==> src/serial_adc_consts.svh <==
// Register offsets, field positions, reset values and timing counts.
// Assumes a 10 MHz system clock and an 8-bit register address.
`ifndef SERIAL_ADC_CONSTS_SVH
`define SERIAL_ADC_CONSTS_SVH

`define CTRL_OFS 8'h00
`define BAUD_OFS 8'h04
`define CONV_OFS 8'h08
`define STAT_OFS 8'h0c
`define DATA_OFS 8'h10

`define CTRL_EN_BIT 8
`define ST_FLAG_BIT 0
`define ST_BUSY_BIT 1
`define ST_TXE_BIT 2
`define ST_PERR_BIT 3
`define ST_FERR_BIT 4
`define ST_OVR_BIT 5
`define ST_LATE_BIT 6
`define ST_LVL_LSB 8
`define ST_RXC_LSB 16

`define CFG_RST 5'h03
`define BAUD_RST 16'h0041
`define CONV_RST 8'h0a

`define CLK_PERIOD_NS 100
`define PUR_TIME_NS 1000000
`define OVERSAMPLE 16
`define EOC_FALL_EDGES 4'h9
`define RESP_OKAY 2'h0
`define RESP_SLVERR 2'h2

`endif

==> src/serial_adc_pkg.sv <==
// Types shared by the serial converter glue.
// Assumes nothing beyond a SystemVerilog elaborator.
package serial_adc_pkg;

  typedef enum logic [3:0] {
    TX_IDLE = 4'h1, TX_START = 4'h2, TX_BITS = 4'h4, TX_STOP = 4'h8
  } tx_state_e;

  typedef enum logic [3:0] {
    RX_IDLE = 4'h1, RX_START = 4'h2, RX_BITS = 4'h4, RX_STOP = 4'h8
  } rx_state_e;

  typedef enum logic [2:0] {
    CV_IDLE = 3'h1, CV_RUN = 3'h2, CV_DONE = 3'h4
  } conv_state_e;

  typedef struct packed {
    logic [15:0] pur_cnt;
    logic pur_done;
    logic [15:0] tick_div;
    logic tick;
    logic [7:0] conv_div;
    logic conv_clk;
    logic conv_rise;
    logic conv_fall;
    logic rx_meta;
    logic rx_sync;
    logic busy_meta;
    logic busy_sync;
    logic busy_prev;
    logic [7:0] data_meta;
    logic [7:0] data_sync;
    logic rx_char_flag;
    logic start_n;
    conv_state_e cv_state;
    logic [3:0] fall_cnt;
    logic eoc_late;
    logic push;
    logic [7:0] last_result;
    rx_state_e rx_state;
    logic [3:0] rx_sub;
    logic [3:0] rx_bit;
    logic [8:0] rx_shift;
    logic [7:0] rx_char;
    tx_state_e tx_state;
    logic [3:0] tx_sub;
    logic [3:0] tx_bit;
    logic [8:0] tx_shift;
    logic tx_out;
    logic parity_err;
    logic frame_err;
    logic overrun;
    logic [4:0] cfg;
    logic enable;
    logic [15:0] baud_div;
    logic [7:0] conv_half;
    logic bvalid;
    logic [1:0] bresp;
    logic rvalid;
    logic [31:0] rdata;
    logic [1:0] rresp;
  } glue_state_s;

endpackage : serial_adc_pkg

==> src/serial_adc_glue.sv <==
// Serial-triggered converter glue: receiver, start timing, transmitter.
// Assumes an AXI4-Lite master on clk_sys_i and an 8-bit SAR converter.
// Function
// - A complete received character raises the flag, starting a conversion.
// - The flag is retimed on the converter clock before driving start low.
// - Converter busy rises on the ninth falling converter clock edge.
// - Busy rising edge loads the 8-bit result toward the transmitter.
// - Load stays asserted until the transmitter takes the data.
// - Load never drops before buffer empty; held data is never overwritten.
// - Buffer empty also clears the received flag for the next trigger.
// - Serial timing runs from a clock enable at sixteen times bit rate.
// - Converter and serial clocks are independent, unrelated dividers.
// - Length, parity inhibit, even parity, stop bits are static settings.
// - A delayed power-up reset holds the serial part before use.
// - The loaded result is sent back serially as one character.
`timescale 1ns/10ps
`default_nettype none
`include "serial_adc_consts.svh"
module serial_adc_glue #(
  parameter int PUR_CYCLES =
    (`PUR_TIME_NS + `CLK_PERIOD_NS - 1) / `CLK_PERIOD_NS,
  parameter int FIFO_DEPTH = 8
) (
  // Clock and reset
  input wire logic clk_sys_i,
  input wire logic reset_n_i,
  // AXI4-Lite register slave
  input wire logic [7:0] s_axi_awaddr_i,
  input wire logic s_axi_awvalid_i,
  output logic s_axi_awready_o,
  input wire logic [31:0] s_axi_wdata_i,
  input wire logic [3:0] s_axi_wstrb_i,
  input wire logic s_axi_wvalid_i,
  output logic s_axi_wready_o,
  output logic [1:0] s_axi_bresp_o,
  output logic s_axi_bvalid_o,
  input wire logic s_axi_bready_i,
  input wire logic [7:0] s_axi_araddr_i,
  input wire logic s_axi_arvalid_i,
  output logic s_axi_arready_o,
  output logic [31:0] s_axi_rdata_o,
  output logic [1:0] s_axi_rresp_o,
  output logic s_axi_rvalid_o,
  input wire logic s_axi_rready_i,
  // Serial line
  input wire logic serial_rx_in_i,
  output logic serial_tx_out_o,
  // Converter pins
  output logic conv_clk_o,
  output logic conv_start_n_o,
  input wire logic conv_busy_n_i,
  input wire logic [7:0] conv_data_i
);
  generate
    if (PUR_CYCLES < 1 || PUR_CYCLES > 65535) begin : g_bad_pur
      $error("PUR_CYCLES must lie between 1 and 65535");
    end
    if (FIFO_DEPTH > 8) begin : g_bad_depth
      $error("FIFO_DEPTH above 8 does not fit the level field");
    end
  endgenerate

  serial_adc_pkg::glue_state_s s_reg;
  serial_adc_pkg::glue_state_s s_next;
  logic rst_meta_n_reg;
  logic rst_n_reg;
  logic fifo_in_ready;
  logic tx_buffer_load;
  logic [7:0] tx_holding_latch;
  logic tx_buffer_empty;
  logic [$clog2(FIFO_DEPTH+1)-1:0] fifo_level;
  logic aw_go;
  logic ar_go;
  logic [31:0] wr_merged;
  logic [31:0] rd_value;
  logic [3:0] nb;

  function automatic logic [3:0] len_of(input logic [1:0] sel);
    len_of = 4'h5 + {2'h0, sel};
  endfunction : len_of

  function automatic logic [7:0] len_mask(input logic [1:0] sel);
    len_mask = 8'hff >> (2'h3 - sel);
  endfunction : len_mask

  function automatic logic par_of(input logic [7:0] d, input logic even);
    par_of = (^d) ^ !even;
  endfunction : par_of

  function automatic logic [31:0] merge(input logic [31:0] old,
                                        input logic [31:0] nw,
                                        input logic [3:0] strb);
    for (int i = 0; i < 4; i++) begin
      merge[8*i +: 8] = strb[i] ? nw[8*i +: 8] : old[8*i +: 8];
    end
  endfunction : merge

  // Reset release through two flops
  always_ff @(posedge clk_sys_i or negedge reset_n_i) begin
    if (!reset_n_i) begin
      rst_meta_n_reg <= 1'b0;
      rst_n_reg <= 1'b0;
    end else begin
      rst_meta_n_reg <= 1'b1;
      rst_n_reg <= rst_meta_n_reg;
    end
  end

  sample_fifo #(
    .WIDTH(8),
    .DEPTH(FIFO_DEPTH)
  ) u_result_fifo (
    .clk_i(clk_sys_i),
    .rst_n_i(rst_n_reg),
    .in_valid_i(s_reg.push),
    .in_data_i(s_reg.last_result),
    .in_ready_o(fifo_in_ready),
    .out_valid_o(tx_buffer_load),
    .out_data_o(tx_holding_latch),
    .out_ready_i(tx_buffer_empty),
    .level_o(fifo_level)
  );

  // Load held by the FIFO until the idle transmitter takes it
  assign tx_buffer_empty = s_reg.tx_state == serial_adc_pkg::TX_IDLE
    && s_reg.enable && s_reg.pur_done;
  assign nb = len_of(s_reg.cfg[1:0]) + {3'h0, !s_reg.cfg[2]};
  assign aw_go = s_axi_awvalid_i && s_axi_wvalid_i && !s_reg.bvalid;
  assign ar_go = s_axi_arvalid_i && !s_reg.rvalid;
  assign s_axi_awready_o = aw_go;
  assign s_axi_wready_o = aw_go;
  assign s_axi_arready_o = ar_go;
  assign s_axi_bvalid_o = s_reg.bvalid;
  assign s_axi_bresp_o = s_reg.bresp;
  assign s_axi_rvalid_o = s_reg.rvalid;
  assign s_axi_rdata_o = s_reg.rdata;
  assign s_axi_rresp_o = s_reg.rresp;
  assign serial_tx_out_o = s_reg.tx_out;
  assign conv_clk_o = s_reg.conv_clk;
  assign conv_start_n_o = s_reg.start_n;

  always_comb begin
    rd_value = 32'h0;
    case (s_axi_araddr_i)
      `CTRL_OFS: rd_value = {23'h0, s_reg.enable, 3'h0, s_reg.cfg};
      `BAUD_OFS: rd_value = {16'h0, s_reg.baud_div};
      `CONV_OFS: rd_value = {24'h0, s_reg.conv_half};
      `STAT_OFS: begin
        rd_value[`ST_FLAG_BIT] = s_reg.rx_char_flag;
        rd_value[`ST_BUSY_BIT] = s_reg.cv_state != serial_adc_pkg::CV_IDLE;
        rd_value[`ST_TXE_BIT] = tx_buffer_empty;
        rd_value[`ST_PERR_BIT] = s_reg.parity_err;
        rd_value[`ST_FERR_BIT] = s_reg.frame_err;
        rd_value[`ST_OVR_BIT] = s_reg.overrun;
        rd_value[`ST_LATE_BIT] = s_reg.eoc_late;
        rd_value[`ST_LVL_LSB +: 4] = 4'(fifo_level);
        rd_value[`ST_RXC_LSB +: 8] = s_reg.rx_char;
      end
      `DATA_OFS: rd_value = {24'h0, s_reg.last_result};
      default: rd_value = 32'h0;
    endcase
  end

  always_comb begin
    s_next = s_reg;
    wr_merged = 32'h0;
    s_next.tick = 1'b0;
    s_next.conv_rise = 1'b0;
    s_next.conv_fall = 1'b0;
    s_next.push = 1'b0;
    // Pins from outside the clock domain
    s_next.rx_meta = serial_rx_in_i;
    s_next.rx_sync = s_reg.rx_meta;
    s_next.busy_meta = conv_busy_n_i;
    s_next.busy_sync = s_reg.busy_meta;
    s_next.busy_prev = s_reg.busy_sync;
    s_next.data_meta = conv_data_i;
    s_next.data_sync = s_reg.data_meta;
    // Delayed power-up reset for the serial part
    if (!s_reg.pur_done) begin
      if (s_reg.pur_cnt == 16'(PUR_CYCLES - 1)) begin
        s_next.pur_done = 1'b1;
      end else begin
        s_next.pur_cnt = s_reg.pur_cnt + 16'h1;
      end
    end
    // Sixteen-times bit rate enable
    if (s_reg.tick_div + 16'h1 >= s_reg.baud_div) begin
      s_next.tick_div = 16'h0;
      s_next.tick = 1'b1;
    end else begin
      s_next.tick_div = s_reg.tick_div + 16'h1;
    end
    // Converter clock from its own unrelated divider
    if (s_reg.conv_div + 8'h1 >= s_reg.conv_half) begin
      s_next.conv_div = 8'h0;
      s_next.conv_clk = !s_reg.conv_clk;
      s_next.conv_rise = !s_reg.conv_clk;
      s_next.conv_fall = s_reg.conv_clk;
    end else begin
      s_next.conv_div = s_reg.conv_div + 8'h1;
    end
    // Register writes; clears come first so a same-cycle event wins
    if (aw_go) begin
      s_next.bvalid = 1'b1;
      s_next.bresp = `RESP_OKAY;
      case (s_axi_awaddr_i)
        `CTRL_OFS: begin
          wr_merged = merge({23'h0, s_reg.enable, 3'h0, s_reg.cfg},
                            s_axi_wdata_i, s_axi_wstrb_i);
          s_next.cfg = wr_merged[4:0];
          s_next.enable = wr_merged[`CTRL_EN_BIT];
        end
        `BAUD_OFS: begin
          wr_merged = merge({16'h0, s_reg.baud_div}, s_axi_wdata_i,
                            s_axi_wstrb_i);
          s_next.baud_div = wr_merged[15:0];
        end
        `CONV_OFS: begin
          wr_merged = merge({24'h0, s_reg.conv_half}, s_axi_wdata_i,
                            s_axi_wstrb_i);
          s_next.conv_half = wr_merged[7:0];
        end
        `STAT_OFS: begin
          if (s_axi_wstrb_i[0]) begin
            if (s_axi_wdata_i[`ST_PERR_BIT]) s_next.parity_err = 1'b0;
            if (s_axi_wdata_i[`ST_FERR_BIT]) s_next.frame_err = 1'b0;
            if (s_axi_wdata_i[`ST_OVR_BIT]) s_next.overrun = 1'b0;
            if (s_axi_wdata_i[`ST_LATE_BIT]) s_next.eoc_late = 1'b0;
          end
        end
        `DATA_OFS: s_next.bresp = `RESP_OKAY;
        default: s_next.bresp = `RESP_SLVERR;
      endcase
    end else if (s_reg.bvalid && s_axi_bready_i) begin
      s_next.bvalid = 1'b0;
    end
    if (ar_go) begin
      s_next.rvalid = 1'b1;
      s_next.rdata = rd_value;
      s_next.rresp = (s_axi_araddr_i > `DATA_OFS
        || s_axi_araddr_i[1:0] != 2'h0) ? `RESP_SLVERR : `RESP_OKAY;
    end else if (s_reg.rvalid && s_axi_rready_i) begin
      s_next.rvalid = 1'b0;
    end
    // Transmitter accepting the held word clears the trigger flag
    if (tx_buffer_load && tx_buffer_empty) begin
      s_next.rx_char_flag = 1'b0;
    end
    // Conversion sequencing on the converter clock
    case (s_reg.cv_state)
      serial_adc_pkg::CV_IDLE: begin
        // Retimed on converter clock; waits while the FIFO is full
        if (s_reg.conv_rise && s_reg.rx_char_flag && fifo_in_ready
            && s_reg.enable) begin
          s_next.start_n = 1'b0;
          s_next.cv_state = serial_adc_pkg::CV_RUN;
          s_next.fall_cnt = 4'h0;
        end
      end
      serial_adc_pkg::CV_RUN: begin
        if (s_reg.conv_rise) begin
          s_next.start_n = 1'b1;
        end
        if (s_reg.conv_fall && s_reg.fall_cnt != 4'hf) begin
          s_next.fall_cnt = s_reg.fall_cnt + 4'h1;
        end
        if (s_reg.busy_sync && !s_reg.busy_prev && s_reg.start_n) begin
          s_next.push = 1'b1;
          s_next.last_result = s_reg.data_sync;
          s_next.cv_state = serial_adc_pkg::CV_DONE;
          // Sync delay may add one edge, so allow nine or ten
          if (s_reg.fall_cnt < `EOC_FALL_EDGES
              || s_reg.fall_cnt > `EOC_FALL_EDGES + 4'h1) begin
            s_next.eoc_late = 1'b1;
          end
        end
      end
      serial_adc_pkg::CV_DONE: begin
        if (!s_reg.rx_char_flag) begin
          s_next.cv_state = serial_adc_pkg::CV_IDLE;
        end
      end
      default: s_next.cv_state = serial_adc_pkg::CV_IDLE;
    endcase
    // Receiver
    if (s_reg.tick) begin
      case (s_reg.rx_state)
        serial_adc_pkg::RX_IDLE: begin
          if (!s_reg.rx_sync && s_reg.pur_done && s_reg.enable) begin
            s_next.rx_state = serial_adc_pkg::RX_START;
            s_next.rx_sub = 4'h0;
          end
        end
        serial_adc_pkg::RX_START: begin
          s_next.rx_sub = s_reg.rx_sub + 4'h1;
          if (s_reg.rx_sub == 4'h7) begin
            s_next.rx_sub = 4'h0;
            s_next.rx_bit = 4'h0;
            s_next.rx_state = s_reg.rx_sync ? serial_adc_pkg::RX_IDLE
                                            : serial_adc_pkg::RX_BITS;
          end
        end
        serial_adc_pkg::RX_BITS: begin
          s_next.rx_sub = s_reg.rx_sub + 4'h1;
          if (s_reg.rx_sub == 4'hf) begin
            s_next.rx_shift[s_reg.rx_bit] = s_reg.rx_sync;
            s_next.rx_bit = s_reg.rx_bit + 4'h1;
            if (s_reg.rx_bit == nb - 4'h1) begin
              s_next.rx_state = serial_adc_pkg::RX_STOP;
            end
          end
        end
        serial_adc_pkg::RX_STOP: begin
          s_next.rx_sub = s_reg.rx_sub + 4'h1;
          if (s_reg.rx_sub == 4'hf) begin
            s_next.rx_state = serial_adc_pkg::RX_IDLE;
            s_next.rx_char = s_reg.rx_shift[7:0] & len_mask(s_reg.cfg[1:0]);
            if (!s_reg.rx_sync) s_next.frame_err = 1'b1;
            if (!s_reg.cfg[2] && s_reg.rx_shift[len_of(s_reg.cfg[1:0])]
                != par_of(s_reg.rx_shift[7:0] & len_mask(s_reg.cfg[1:0]),
                          s_reg.cfg[3])) begin
              s_next.parity_err = 1'b1;
            end
            if (s_reg.rx_char_flag) s_next.overrun = 1'b1;
            s_next.rx_char_flag = 1'b1;
          end
        end
        default: s_next.rx_state = serial_adc_pkg::RX_IDLE;
      endcase
    end
    // Transmitter; the accepted word is framed as one character
    case (s_reg.tx_state)
      serial_adc_pkg::TX_IDLE: begin
        if (tx_buffer_load && tx_buffer_empty) begin
          s_next.tx_shift = {1'b1,
                             tx_holding_latch & len_mask(s_reg.cfg[1:0])};
          s_next.tx_shift[len_of(s_reg.cfg[1:0])] = s_reg.cfg[2] ? 1'b1 :
            par_of(tx_holding_latch & len_mask(s_reg.cfg[1:0]), s_reg.cfg[3]);
          s_next.tx_state = serial_adc_pkg::TX_START;
          s_next.tx_sub = 4'h0;
          s_next.tx_out = 1'b0;
        end
      end
      serial_adc_pkg::TX_START: begin
        if (s_reg.tick) begin
          s_next.tx_sub = s_reg.tx_sub + 4'h1;
          if (s_reg.tx_sub == 4'hf) begin
            s_next.tx_bit = 4'h0;
            s_next.tx_out = s_reg.tx_shift[0];
            s_next.tx_state = serial_adc_pkg::TX_BITS;
          end
        end
      end
      serial_adc_pkg::TX_BITS: begin
        if (s_reg.tick) begin
          s_next.tx_sub = s_reg.tx_sub + 4'h1;
          if (s_reg.tx_sub == 4'hf) begin
            s_next.tx_bit = s_reg.tx_bit + 4'h1;
            s_next.tx_out = s_reg.tx_shift[s_reg.tx_bit + 4'h1];
            if (s_reg.tx_bit == nb - 4'h1) begin
              s_next.tx_out = 1'b1;
              s_next.tx_bit = 4'h0;
              s_next.tx_state = serial_adc_pkg::TX_STOP;
            end
          end
        end
      end
      serial_adc_pkg::TX_STOP: begin
        if (s_reg.tick) begin
          s_next.tx_sub = s_reg.tx_sub + 4'h1;
          if (s_reg.tx_sub == 4'hf) begin
            s_next.tx_bit = 4'h1;
            if (!s_reg.cfg[4] || s_reg.tx_bit != 4'h0) begin
              s_next.tx_state = serial_adc_pkg::TX_IDLE;
            end
          end
        end
      end
      default: s_next.tx_state = serial_adc_pkg::TX_IDLE;
    endcase
  end

  always_ff @(posedge clk_sys_i or negedge rst_n_reg) begin
    if (!rst_n_reg) begin
      s_reg <= '0;
      s_reg.start_n <= 1'b1;
      s_reg.rx_meta <= 1'b1;
      s_reg.rx_sync <= 1'b1;
      // Busy idles high; a low reset value would fake an end edge
      s_reg.busy_meta <= 1'b1;
      s_reg.busy_sync <= 1'b1;
      s_reg.busy_prev <= 1'b1;
      s_reg.tx_out <= 1'b1;
      s_reg.cv_state <= serial_adc_pkg::CV_IDLE;
      s_reg.rx_state <= serial_adc_pkg::RX_IDLE;
      s_reg.tx_state <= serial_adc_pkg::TX_IDLE;
      s_reg.cfg <= `CFG_RST;
      s_reg.enable <= 1'b1;
      s_reg.baud_div <= `BAUD_RST;
      s_reg.conv_half <= `CONV_RST;
    end else begin
      s_reg <= s_next;
    end
  end
endmodule : serial_adc_glue
`default_nettype wire

==> src/sample_fifo.sv <==
// Small first-in first-out buffer with valid/ready on both sides.
// Assumes one clock and a synchronised active-low reset.
`timescale 1ns/10ps
`default_nettype none
module sample_fifo #(
  parameter int WIDTH = 8,
  parameter int DEPTH = 8
) (
  // Clock and reset
  input wire logic clk_i,
  input wire logic rst_n_i,
  // Filling side
  input wire logic in_valid_i,
  input wire logic [WIDTH-1:0] in_data_i,
  output logic in_ready_o,
  // Draining side
  output logic out_valid_o,
  output logic [WIDTH-1:0] out_data_o,
  input wire logic out_ready_i,
  output logic [$clog2(DEPTH+1)-1:0] level_o
);
  localparam int AW = $clog2(DEPTH);

  generate
    if (DEPTH < 2 || (1 << AW) != DEPTH) begin : g_bad_depth
      $error("sample_fifo depth must be a power of two, at least 2");
    end
  endgenerate

  typedef struct packed {
    logic [DEPTH-1:0][WIDTH-1:0] mem;
    logic [AW-1:0] rd;
    logic [AW-1:0] wr;
    logic [AW:0] cnt;
  } fifo_state_s;

  fifo_state_s s_reg;
  fifo_state_s s_next;
  logic do_push;
  logic do_pop;

  assign in_ready_o = (s_reg.cnt != (AW+1)'(DEPTH));
  assign out_valid_o = (s_reg.cnt != '0);
  assign out_data_o = s_reg.mem[s_reg.rd];
  assign level_o = ($clog2(DEPTH+1))'(s_reg.cnt);
  assign do_push = in_valid_i && in_ready_o;
  assign do_pop = out_valid_o && out_ready_i;

  always_comb begin
    s_next = s_reg;
    if (do_push) begin
      s_next.mem[s_reg.wr] = in_data_i;
      s_next.wr = s_reg.wr + AW'(1);
    end
    if (do_pop) begin
      s_next.rd = s_reg.rd + AW'(1);
    end
    if (do_push && !do_pop) begin
      s_next.cnt = s_reg.cnt + (AW+1)'(1);
    end else if (do_pop && !do_push) begin
      s_next.cnt = s_reg.cnt - (AW+1)'(1);
    end
  end

  always_ff @(posedge clk_i or negedge rst_n_i) begin
    if (!rst_n_i) begin
      s_reg <= '0;
    end else begin
      s_reg <= s_next;
    end
  end
endmodule : sample_fifo
`default_nettype wire

==> config.mk <==
export PLATFORM = sky130hd
export DESIGN_NAME = serial_adc_glue
export DESIGN_NICKNAME = d
export VERILOG_FILES = /design/src/serial_adc_pkg.sv /design/src/serial_adc_glue.sv /design/src/sample_fifo.sv
export VERILOG_INCLUDE_DIRS = /design/src
export SDC_FILE = /design/constraint.sdc
export NUM_CORES = 1
export LEC_CHECK = 0
export BUFFER_PORTS_ARGS = -buffer_cell sky130_fd_sc_hd__clkbuf_2
export CAP_MARGIN = 10
export CORE_MARGIN = 8
export CORE_UTILIZATION = 60
export DETAILED_ROUTE_END_ITERATION = 8
export GPL_TIMING_DRIVEN = 1
export PLACE_DENSITY = 0.8
export SLEW_MARGIN = 20
export SYNTH_ARGS = -nofsm -noshare
export SYNTH_HDL_FRONTEND = slang
export SYNTH_SLANG_ARGS = --single-unit
==> constraint.sdc <==
create_clock -name clk_sys_i -period 10 [get_ports clk_sys_i]
set_input_delay 2 -clock clk_sys_i [delete_from_list [all_inputs] [get_ports clk_sys_i]]
set_output_delay 2 -clock clk_sys_i [all_outputs]
set_load 0.02 [all_outputs]
==> key figures, run 1 <==
Yosys
  • Area leader, netlist: dfrtp_1
  • Post-synthesis sequential area ratio: 0.500
  • Top post-synthesis cells by count: 256 x dfrtp_1, 139 x nand2_1, 117 x mux2_2
  • Most frequent cell after synthesis: dfrtp_1
  • Syn_area_per_cell: 11.3 µm²
  • EDFF count, synth: 0
  • Ys Warns: 0
  • Cells after Synth: 1209
  • Netlist Area Pre-Place: 0.0137 mm²
  • Synthesis-stage register bit count: approximately 270
  • Synth area leaders: dfrtp_1 47%, mux2_2 9.6%, ha_1 4.7%
  • Synth cell types: 71
  • Primary FF master, synth: dfrtp_1
  • Yosys top cell area share: 0.467
  • Async set-reset flop share out of synthesis: 1.00

Timing
  • Relative slew slack: 0.310
  • Post-route clock period utilization: 0.519
  • Unrepaired setup endpoints after global routing: no
  • Least-Margin Pin Slew: slightly above 1 ns
  • Final setup vio count: 0
  • Slew Viols, Final: 0
  • Max Freq: 193 MHz
  • Setup TNS: 0 ns
  • Final min period: 5.19 ns
  • Final Hold Fails: 0
  • Final setup skew: 0.0106 ns

Drt
  • Antenna Violating Nets Remaining: 0
  • Drt initial violations: 901
  • Vias/cell: between 5 and 6
  • Wirelength, routed: ~28 mm
  • Drt pass-1 iters: 5
  • Vias: 9003
  • Wire per inst: 17.7 µm
  • Drc violations: 0

Flow run
  • Max cap viols: 0

Worst hold path
  • Hold Path Depth: 0
  • Hold Path Origin: s_next[144]
  • Hold Path Class: flip-flop to flip-flop
  • Hold endpoint: s_reg[144]

Cells and area
  • Area Growth Syn to Fin: 10.0%
  • Max FFs per register: 155
  • Share of post-route cells with drive strength above 1: 0.246
  • Ant. Diodes: 0
  • Nets: 1377
  • Final Cell Area: 0.0151 mm²

Clock tree
  • Resize count post-CTS: 0
  • Num Clock Sinks: 273
  • Hold buffer count at cts: 0
  • Clock-pin transition on the worst setup and hold timing paths: 0.06 ns
  • Clock Tree Buf Depth: 3
  • CTS tree: done
  • Clock Latency Late Sink: about 0.54 ns
  • CTS root buffer: clkbuf_16
  • H-tree depth: 1
  • Cts bufs inserted: 28
  • Post-CTS Setup Bufs: 0

Power
  • Pwr Density: 170 mW/mm²
  • Total power: 0.00256 W
  • VDD IR-drop max: between 0.00015 and 0.0002 V
  • Leakage: 7.15 nW

GRT
  • Largest net degree at the start of global routing: 76
  • Overall routing resource usage: 0.203
  • Global-route wire length before repair: 47.5 mm
  • Initial antenna violation count: 0
  • GRT Residual Overflow: 0
  • Vias in the first global route: 9279

Floorplanning
  • Starting Density: 0.609
  • Die area: 0.0279 mm²
  • Rows: 55
  • Core box area: 0.0225 mm²
  • # IOs: 113
  • Die Y-Extent: 167 µm
  • Die W: 167 µm

Run status
  • Status: completed

Worst setup path
  • CP Class: input pin to output pin
  • Worst path max stage delay: 0.55 ns
  • Slowest CP cell: inv_1
  • WP buf/inv: 4
  • Crit path max fanout: 29
  • FF-to-FF Start: s_reg[89]
  • CP Cell Sequence: clkbuf_2 > nand2_1 > buf_4 > inv_1 > clkbuf_2
  • Crit path launch type: input pin
  • Most frequent CP cell: clkbuf_2
  • Worst R2R Setup Slack: 5.69 ns
  • WP data required: 8.00 ns
  • Cells on worst reg2reg path: 13
  • Largest delay contributor family on the critical path: buffers and inverters
  • Reg-to-reg critical path endpoint: u_result_fifo.level_o[3]
  • Worst Path Arrival: 3.19 ns
  • Critical path capture point type: output pin

Placement
  • DP Area: 0.0141 mm²
  • Port bufs: 84
  • Post-DP HPWL: 19.6 mm
  • Routability Congestion: 0.827
## where the power goes
group / leakage, nW / internal (W) / switching, W / total [W]
registers: 3.60 / 0.00116 / 0.0000645 / 0.00122
clock network: 0.469 / 0.000650 / 0.000427 / 0.00108
logic: 3.08 / 0.000110 / 0.000157 / 0.000267
total: 7.15 / 0.00192 / 0.000649 / 0.00256
## worst max path at each step
stage | startpoint | to | cells after the start
2_1_floorplan | rst_n_reg | conv_clk_o | 0
3_3_place_gp | s_axi_arvalid_i | s_axi_arready_o | 5
3_5_place_dp | s_axi_arvalid_i | s_axi_arready_o | 5
4_1_cts | s_axi_arvalid_i | s_axi_arready_o | 5
5_1_grt | s_axi_arvalid_i | s_axi_arready_o | 5
6_report | s_axi_arvalid_i | s_axi_arready_o | 5
## worst register-to-register path, delay by kind of cell, from the launching register on
family,cells,cell delay [ns]
compound gates,2,0.36
xor+xnor,2,0.27
buf+inv,3,0.61
flops,1,0.59
fa+ha+maj,2,0.61
simple gates,4,1.75
## per-stage QoR
| step | hold WS [ns] | utilization | cells | setup slack [ns] |
|---|---|---|---|---|
| 2_1_floorplan | 0.331 | - | 1218 | 1.86 |
| 3_3_place_gp | 0.331 | 0.626 | 1511 | 4.83 |
| 3_5_place_dp | 0.336 | 0.626 | 1511 | 4.82 |
| 4_1_cts | 0.349 | 0.670 | 1563 | 4.81 |
| 5_1_grt | 0.353 | 0.670 | 1563 | 4.70 |
| 6_report | 0.345 | 0.670 | 1563 | 4.81 |
## layer usage
| layer | vias to the layer above | GRT usage | wire [µm] | share of wire |
|---|---|---|---|---|
| li1 | 4279 | - | - | - |
| met1 | 4440 | 0.273 | 12000 | 0.43 |
| met2 | 237 | 0.339 | 13500 | 0.49 |
| met3 | 47 | 0.0355 | 1630 | 0.059 |
| met4 | 0 | 0.0540 | 639 | 0.023 |
| met5 | - | 0 | 0 | 0 |
## cell families (layout without fill, tap and decap cells)
logic type,count (synthesis),after routing,share of synthesized area
adder cells (fa/ha/maj),52,52,0.0480
multiplexers,157,157,0.149
AND/OR/NAND/NOR,341,341,0.119
buffers and inverters,138,198,0.0503
AO/OA/AOI/OAI,155,155,0.0733
other,2,11,0.000548
XOR/XNOR,91,91,0.0597
flip-flops,273,273,0.500
## area by class of cell
cell class / instances / area, µm²
Inverter: 55 / 206
Timing Repair Buffer: 91 / 473
Fill cell: 1641 / 7430
Sequential cell: 273 / 6860
Clock buffer: 43 / 868
Multi-Input combinational cell: 807 / 6200
Clock inverter: 9 / 113
Tap cell: 285 / 357
## layout by cell type (no fill, tap or decap), types with 14 or more instances in the layout
| cell type | instances |
|---|---|
| nand4_1 | 16 |
| nor2_1 | 53 |
| xor2_1 | 23 |
| a21oi_1 | 24 |
| xnor2_1 | 66 |
| inv_1 | 53 |
| dfstp_2 | 17 |
| clkbuf_16 | 29 |
| o21ai_0 | 51 |
| dfrtp_1 | 255 |
| mux2_2 | 117 |
| nand3_1 | 47 |
| ha_1 | 51 |
| mux4_2 | 20 |
| a21o_1 | 18 |
| nor3_1 | 16 |
| nand2_1 | 139 |
| mux2i_1 | 14 |
| a21boi_0 | 15 |
| clkbuf_2 | 84 |
No activity file was read; power rests on OpenSTA's default activity.
==> inputs of run 2 (changes only) <==
==> constraint.sdc (replaced) <==
create_clock -name clk_sys_i -period 4.8 [get_ports clk_sys_i]
set_input_delay 0.96 -clock clk_sys_i [delete_from_list [all_inputs] [get_ports clk_sys_i]]
set_output_delay 0.96 -clock clk_sys_i [all_outputs]
set_load 0.02 [all_outputs]
==> run 2 against run 1 <==
- register-to-register slack worse by 4.6 ns
- clock skew is 0.0028 ns higher
- core utilization is 0.12 points higher
- sequential power is 110% higher
- clock power is 110% higher
- die area stayed put
- critical path type is now flip-flop to flip-flop
- first-iteration DRC count is 23% lower
- critical path depth is 9 higher
- final cell count is 0.13% higher
- setup slack worse by 3.7 ns
- hold slack worse by 0.16 ns
- power is 110% higher
- critical endpoint is now u_result_fifo.level_o[3]
- largest cell class unchanged
==> key figures, run 2 (same netlist as run 1, synthesis figures left out) <==
Floorplanning
  • Die area: 0.0279 mm²
  • Starting Density: 0.609
  • Core box area: about 0.023 mm²
  • Die Y-Extent: roughly 170 µm
  • Die W: 167 µm
  • Rows: 55
  • # IOs: 113

Cells and area
  • Post-layout util: 0.671
  • Max FFs per register: approximately 160
  • Share of post-route cells with drive strength above 1: 0.250
  • Commonest non-fill, non-tap cell in the layout: dfrtp_1
  • Ant. Diodes: 0
  • Area Growth Syn to Fin: 10.2%
  • Most frequent cells in the layout: 255 x dfrtp_1, 139 x nand2_1, 117 x mux2_2
  • Nets: 1379

Power
  • VDD IR-drop max: 0.000297 V
  • Leakage: 7.15 nW
  • Pwr Density: 353 mW/mm²

Worst setup path
  • Critical path capture point type: flip-flop
  • WP data required: 5.21 ns
  • Cells on worst reg2reg path: 14
  • FF-to-FF Start: s_reg[89]
  • Worst Path Arrival: 4.09 ns
  • Worst R2R Setup Slack: between 1 and 1.5 ns
  • Crit path launch type: flip-flop
  • Reg-to-reg critical path endpoint: u_result_fifo.level_o[3]
  • Crit path max fanout: 21
  • CP Class: flip-flop to flip-flop

GRT
  • GRT Residual Overflow: 0
  • Initial antenna violation count: 0
  • Vias in the first global route: approximately 9600
  • Global-route wire length before repair: ~48 mm
  • Overall routing resource usage: 0.206
  • Largest net degree at the start of global routing: 177

Timing
  • Setup TNS: 0 ns
  • Least-Margin Pin Slew: around 1.1 ns
  • Final setup skew: 0.0134 ns
  • Slew Viols, Final: 0
  • Max Freq: roughly 270 MHz
  • Final setup vio count: 0
  • Final Hold Fails: 0
  • Post-route clock period utilization: 0.766
  • Unrepaired setup endpoints after global routing: no
  • Final min period: between 3 and 4 ns
  • Relative slew slack: 0.272

Clock tree
  • Hold buffer count at cts: 0
  • Clock Latency Late Sink: approximately 0.55 ns
  • CTS root buffer: clkbuf_16
  • Resize count post-CTS: 0
  • Clock-pin transition on the worst setup and hold timing paths: 0.06 ns
  • Post-CTS Setup Bufs: 0
  • H-tree depth: 1
  • Clock Tree Buf Depth: 3
  • CTS tree: done
  • Num Clock Sinks: 273
  • Cts bufs inserted: 28

Placement
  • Port bufs: 84
  • Post-DP HPWL: 19.7 mm
  • Routability Congestion: 0.833

Drt
  • Vias/cell: between 5 and 6
  • Vias: 9071
  • Wire per inst: 18.0 µm
  • Antenna Violating Nets Remaining: 0
  • Drt initial violations: 695
  • Wirelength, routed: 28.2 mm
  • Drt pass-1 iters: 5
  • Drc violations: 0

Run status
  • Status: completed

Flow run
  • Max cap viols: 0

Worst hold path
  • Hold Path Class: input pin to asynchronous set/reset pin
## run 2: final cells by class
type,count,area (µm²)
clock buffer,33,759
clock inverter,19,211
fill,1618,7400
inverter,55,206
multi-input combinational,807,6210
sequential,273,6860
tap,285,357
timing repair buffer,93,500
## run 2: how the worst max path moves through the flow
stage | startpoint | to | cells past startpoint
after floorplan | rst_n_reg | conv_clk_o | 0
after global placement | s_reg[89] | u_result_fifo.level_o[3] | 14
after detailed placement | s_reg[89] | u_result_fifo.level_o[3] | 14
after CTS | s_reg[89] | u_result_fifo.level_o[3] | 14
after global routing | s_reg[89] | u_result_fifo.level_o[3] | 14
final | s_reg[89] | u_result_fifo.level_o[3] | 14
## run 2: report_power, final
group          switching (W)  internal, W  total (W)  leakage, nW
clock network       0.000920      0.00130    0.00222        0.450
registers           0.000131      0.00241    0.00254         3.60
logic               0.000336     0.000232   0.000568         3.10
total                0.00139      0.00394    0.00533         7.15
## run 2: worst max-delay path, stage by stage, from the launching register on
cell	delay [ns]
dfstp_2	0.58
inv_1	0.08
nor4_1	0.75
nand3_1	0.20
nor2b_1	0.14
buf_4	0.21
inv_2	0.20
ha_1	0.30
inv_1	0.12
ha_1	0.24
a21o_1	0.18
a21oi_1	0.17
xnor2_1	0.15
nor2_1	0.08
xor2_1	0.15
## run 2: metrics by stage
step / hold slack (ns) / power [W] / cell area, µm² / instances / worst slack, ns
after global placement: 0.257 / 0.00311 / 14100 / 1513 / 1.27
after detailed placement: 0.259 / 0.00314 / 14100 / 1513 / 1.21
after CTS: 0.160 / 0.00538 / 15100 / 1565 / 1.12
after floorplan: 0.331 / 0.00299 / 13700 / 1218 / 0.341
after global routing: 0.167 / 0.00556 / 15100 / 1565 / 0.822
final: 0.189 / 0.00533 / 15100 / 1565 / 1.12
## run 2: layer usage
| layer | global-route usage | vias up | share of wire |
|---|---|---|---|
| met4 | 0.0691 | 0 | 0.030 |
| met5 | 0 | - | 0 |
| met1 | 0.265 | 4490 | 0.42 |
| met3 | 0.0353 | 62 | 0.057 |
| met2 | 0.348 | 236 | 0.49 |
| li1 | - | 4283 | - |
==> inputs of run 3 (changes only) <==
--- a/config.mk
+++ b/config.mk
@@ -9,10 +9,10 @@
 export BUFFER_PORTS_ARGS = -buffer_cell sky130_fd_sc_hd__clkbuf_2
 export CAP_MARGIN = 10
 export CORE_MARGIN = 8
-export CORE_UTILIZATION = 60
+export CORE_UTILIZATION = 55
 export DETAILED_ROUTE_END_ITERATION = 8
 export GPL_TIMING_DRIVEN = 1
-export PLACE_DENSITY = 0.8
+export PLACE_DENSITY = 0.77
 export SLEW_MARGIN = 20
 export SYNTH_ARGS = -nofsm -noshare
 export SYNTH_HDL_FRONTEND = slang
==> constraint.sdc (replaced) <==
create_clock -name clk_sys_i -period 2.95 [get_ports clk_sys_i]
set_input_delay 0.59 -clock clk_sys_i [delete_from_list [all_inputs] [get_ports clk_sys_i]]
set_output_delay 0.59 -clock clk_sys_i [all_outputs]
set_load 0.02 [all_outputs]
==> run 3 against run 2 <==
- sequential power rose by 62%
- setup slack got worse by 0.95 ns
- design area rose by 2.1%
- power rose by 63%
- combinational power rose by 76%
- hold slack got worse by 0.055 ns
- register-to-register slack got worse by 0.95 ns
- non-clock buffer count rose by 30
- first-iteration DRC count fell by 2.0%
- largest cell class unchanged
- largest power group unchanged
==> key figures, run 3 (same netlist as run 1, synthesis figures left out) <==
Worst setup path
  • CP Class: flip-flop to flip-flop
  • Critical path capture point type: flip-flop
  • Reg-to-reg critical path endpoint: s_reg[91]
  • Worst Path Arrival: ~3.2 ns
  • FF-to-FF Start: s_reg[63]
  • Worst R2R Setup Slack: about 0.18 ns
  • WP data required: 3.36 ns
  • CP Cell Sequence: inv_1 > ha_1 > inv_1 > ha_1 > xor2_1 > xnor2_1 > nor4_2 > nand2b_1 > o211a_2 > mux2_2
  • Crit path max fanout: 5
  • Cells on worst reg2reg path: 10
  • Worst path max stage delay: 0.53 ns
  • Worst setup startpoint: s_reg[63]
  • Crit path launch type: flip-flop
  • Slowest CP cell: dfstp_2

Drt
  • Drc violations: 0
  • Drt initial violations: 681
  • Drt pass-1 iters: 8
  • Vias/cell: approximately 5.6
  • Vias: 9178
  • Wire per inst: between 15 and 20 µm
  • Wirelength, routed: 29.8 mm
  • Antenna Violating Nets Remaining: 0

GRT
  • Vias in the first global route: 9862
  • Global-route wire length before repair: 49.7 mm
  • GRT Residual Overflow: 0
  • Largest net degree at the start of global routing: 60
  • Overall routing resource usage: 0.196
  • Initial antenna violation count: 0

Clock tree
  • CTS tree: done
  • Clock Latency Late Sink: 0.54 ns
  • CTS root buffer: clkbuf_16
  • H-tree depth: 1
  • Clock-pin transition on the worst setup and hold timing paths: 0.06 ns
  • Clock Tree Buf Depth: 3
  • Num Clock Sinks: 273
  • Cts bufs inserted: 27

Floorplanning
  • Starting Density: 0.562
  • Die Y-Extent: 174 µm
  • Rows: 57
  • Die area: 0.0302 mm²
  • # IOs: around 110
  • Die W: 174 µm
  • Core box area: approximately 0.024 mm²

Cells and area
  • Nets: roughly 1400
  • Fill count: 1870
  • Most frequent cells in the layout: 255 x dfrtp_1, 138 x nand2_1, 117 x mux2_2
  • Final Non-Filler Cells: roughly 1600
  • Share of post-route cells with drive strength above 1: 0.266
  • Final Cell Area: 0.0154 mm²
  • Multi-input gate area: 0.00626 mm²
  • Max FFs per register: about 160
  • Commonest non-fill, non-tap cell in the layout: dfrtp_1
  • Ant. Diodes: 0
  • Area Growth Syn to Fin: 12.5%
  • Reg area: around 0.0069 mm²

Power
  • Pwr Density: 563 mW/mm²
  • VDD IR-drop max: 0.000491 V
  • Leakage: 7.33 nW
  • Total power: between 0.008 and 0.009 W

Worst hold path
  • Hold Path Class: input pin to flip-flop
  • Hold Path Depth: 1
  • Hold endpoint: s_next[158]
  • Hold Path Origin: conv_busy_n_i

Placement
  • Routability Congestion: 0.850
  • Post-DP HPWL: 21.3 mm
  • DP Area: about 0.014 mm²
  • Port bufs: 84
  • Cell total after placement: 1577

Timing
  • Post-route clock period utilization: 0.940
  • Final min period: around 2.8 ns
  • Final Hold Fails: 0
  • Slew Viols, Final: 0
  • Setup TNS: 0 ns
  • Max Freq: around 360 MHz
  • Final setup vio count: 0
  • Relative slew slack: 0.461
  • Unrepaired setup endpoints after global routing: no
  • Final setup skew: 0.0151 ns
  • Least-Margin Pin Slew: 0.804 ns

Flow run
  • Max cap viols: 0

Run status
  • Status: completed
==> run 3: how the worst max path moves through the flow <==
stage                     slack (ns)                        to
final                           0.18                 s_reg[91]
after global routing            0.02  u_result_fifo.level_o[3]
after floorplan                 0.06  u_result_fifo.level_o[3]
after detailed placement        0.07                s_reg[178]
after global placement          0.14                s_reg[173]
after CTS                       0.04                s_reg[178]
==> run 3: layer usage <==
metal | vias to the layer above | wire length (µm) | share of wire | track usage
met5 | - | 0 | 0 | 0
met3 | 53 | 1720 | 0.058 | 0.0383
met4 | 0 | 816 | 0.027 | 0.0680
li1 | 4330 | - | - | -
met2 | 240 | 14700 | 0.49 | 0.336
met1 | 4555 | 12600 | 0.42 | 0.245
==> run 3: power breakdown <==
part	internal, W	switching [W]	leakage [nW]
logic	0.000421	0.000583	3.28
clock network	0.00215	0.00140	0.454
registers	0.00392	0.000208	3.60
total	0.00649	0.00220	7.33
==> run 3: worst max-delay path, delay by kind of cell (launching register included) <==
family | cells | cell delay [ns]
DFF | 1 | 0.53
and+or+nand+nor | 2 | 0.52
adders and majority gates | 2 | 0.51
xor gates and xnor gates | 2 | 0.38
muxes | 1 | 0.34
AOI/OAI and AO/OA | 1 | 0.25
buffers and inverters | 2 | 0.13
==> run 3: area by class of cell <==
class | count | area share
flip-flops and latches | 273 | 0.445
multi-input cells | 807 | 0.406
well taps | 324 | 0.0263
clock buffers | 43 | 0.0529
clock inverters | 6 | 0.00706
inverters | 55 | 0.0134
repair buffers | 123 | 0.0496
==> run 3: through the flow <==
step	utilization	setup slack [ns]	hold WS (ns)
3_5_place_dp	0.591	0.0713	0.336
2_1_floorplan	-	0.0563	0.294
4_1_cts	0.629	0.0444	0.110
3_3_place_gp	0.591	0.143	0.333
5_1_grt	0.632	0.0155	0.116
6_report	0.632	0.176	0.134
==> run 3: repair_timing <==
item                       4_1_cts  5_1_grt
setup endpoints to repair        0       20
hold buffers                     1        0
buffers inserted                 0        4
hold endpoints to repair         2        0
resized for setup                0       15
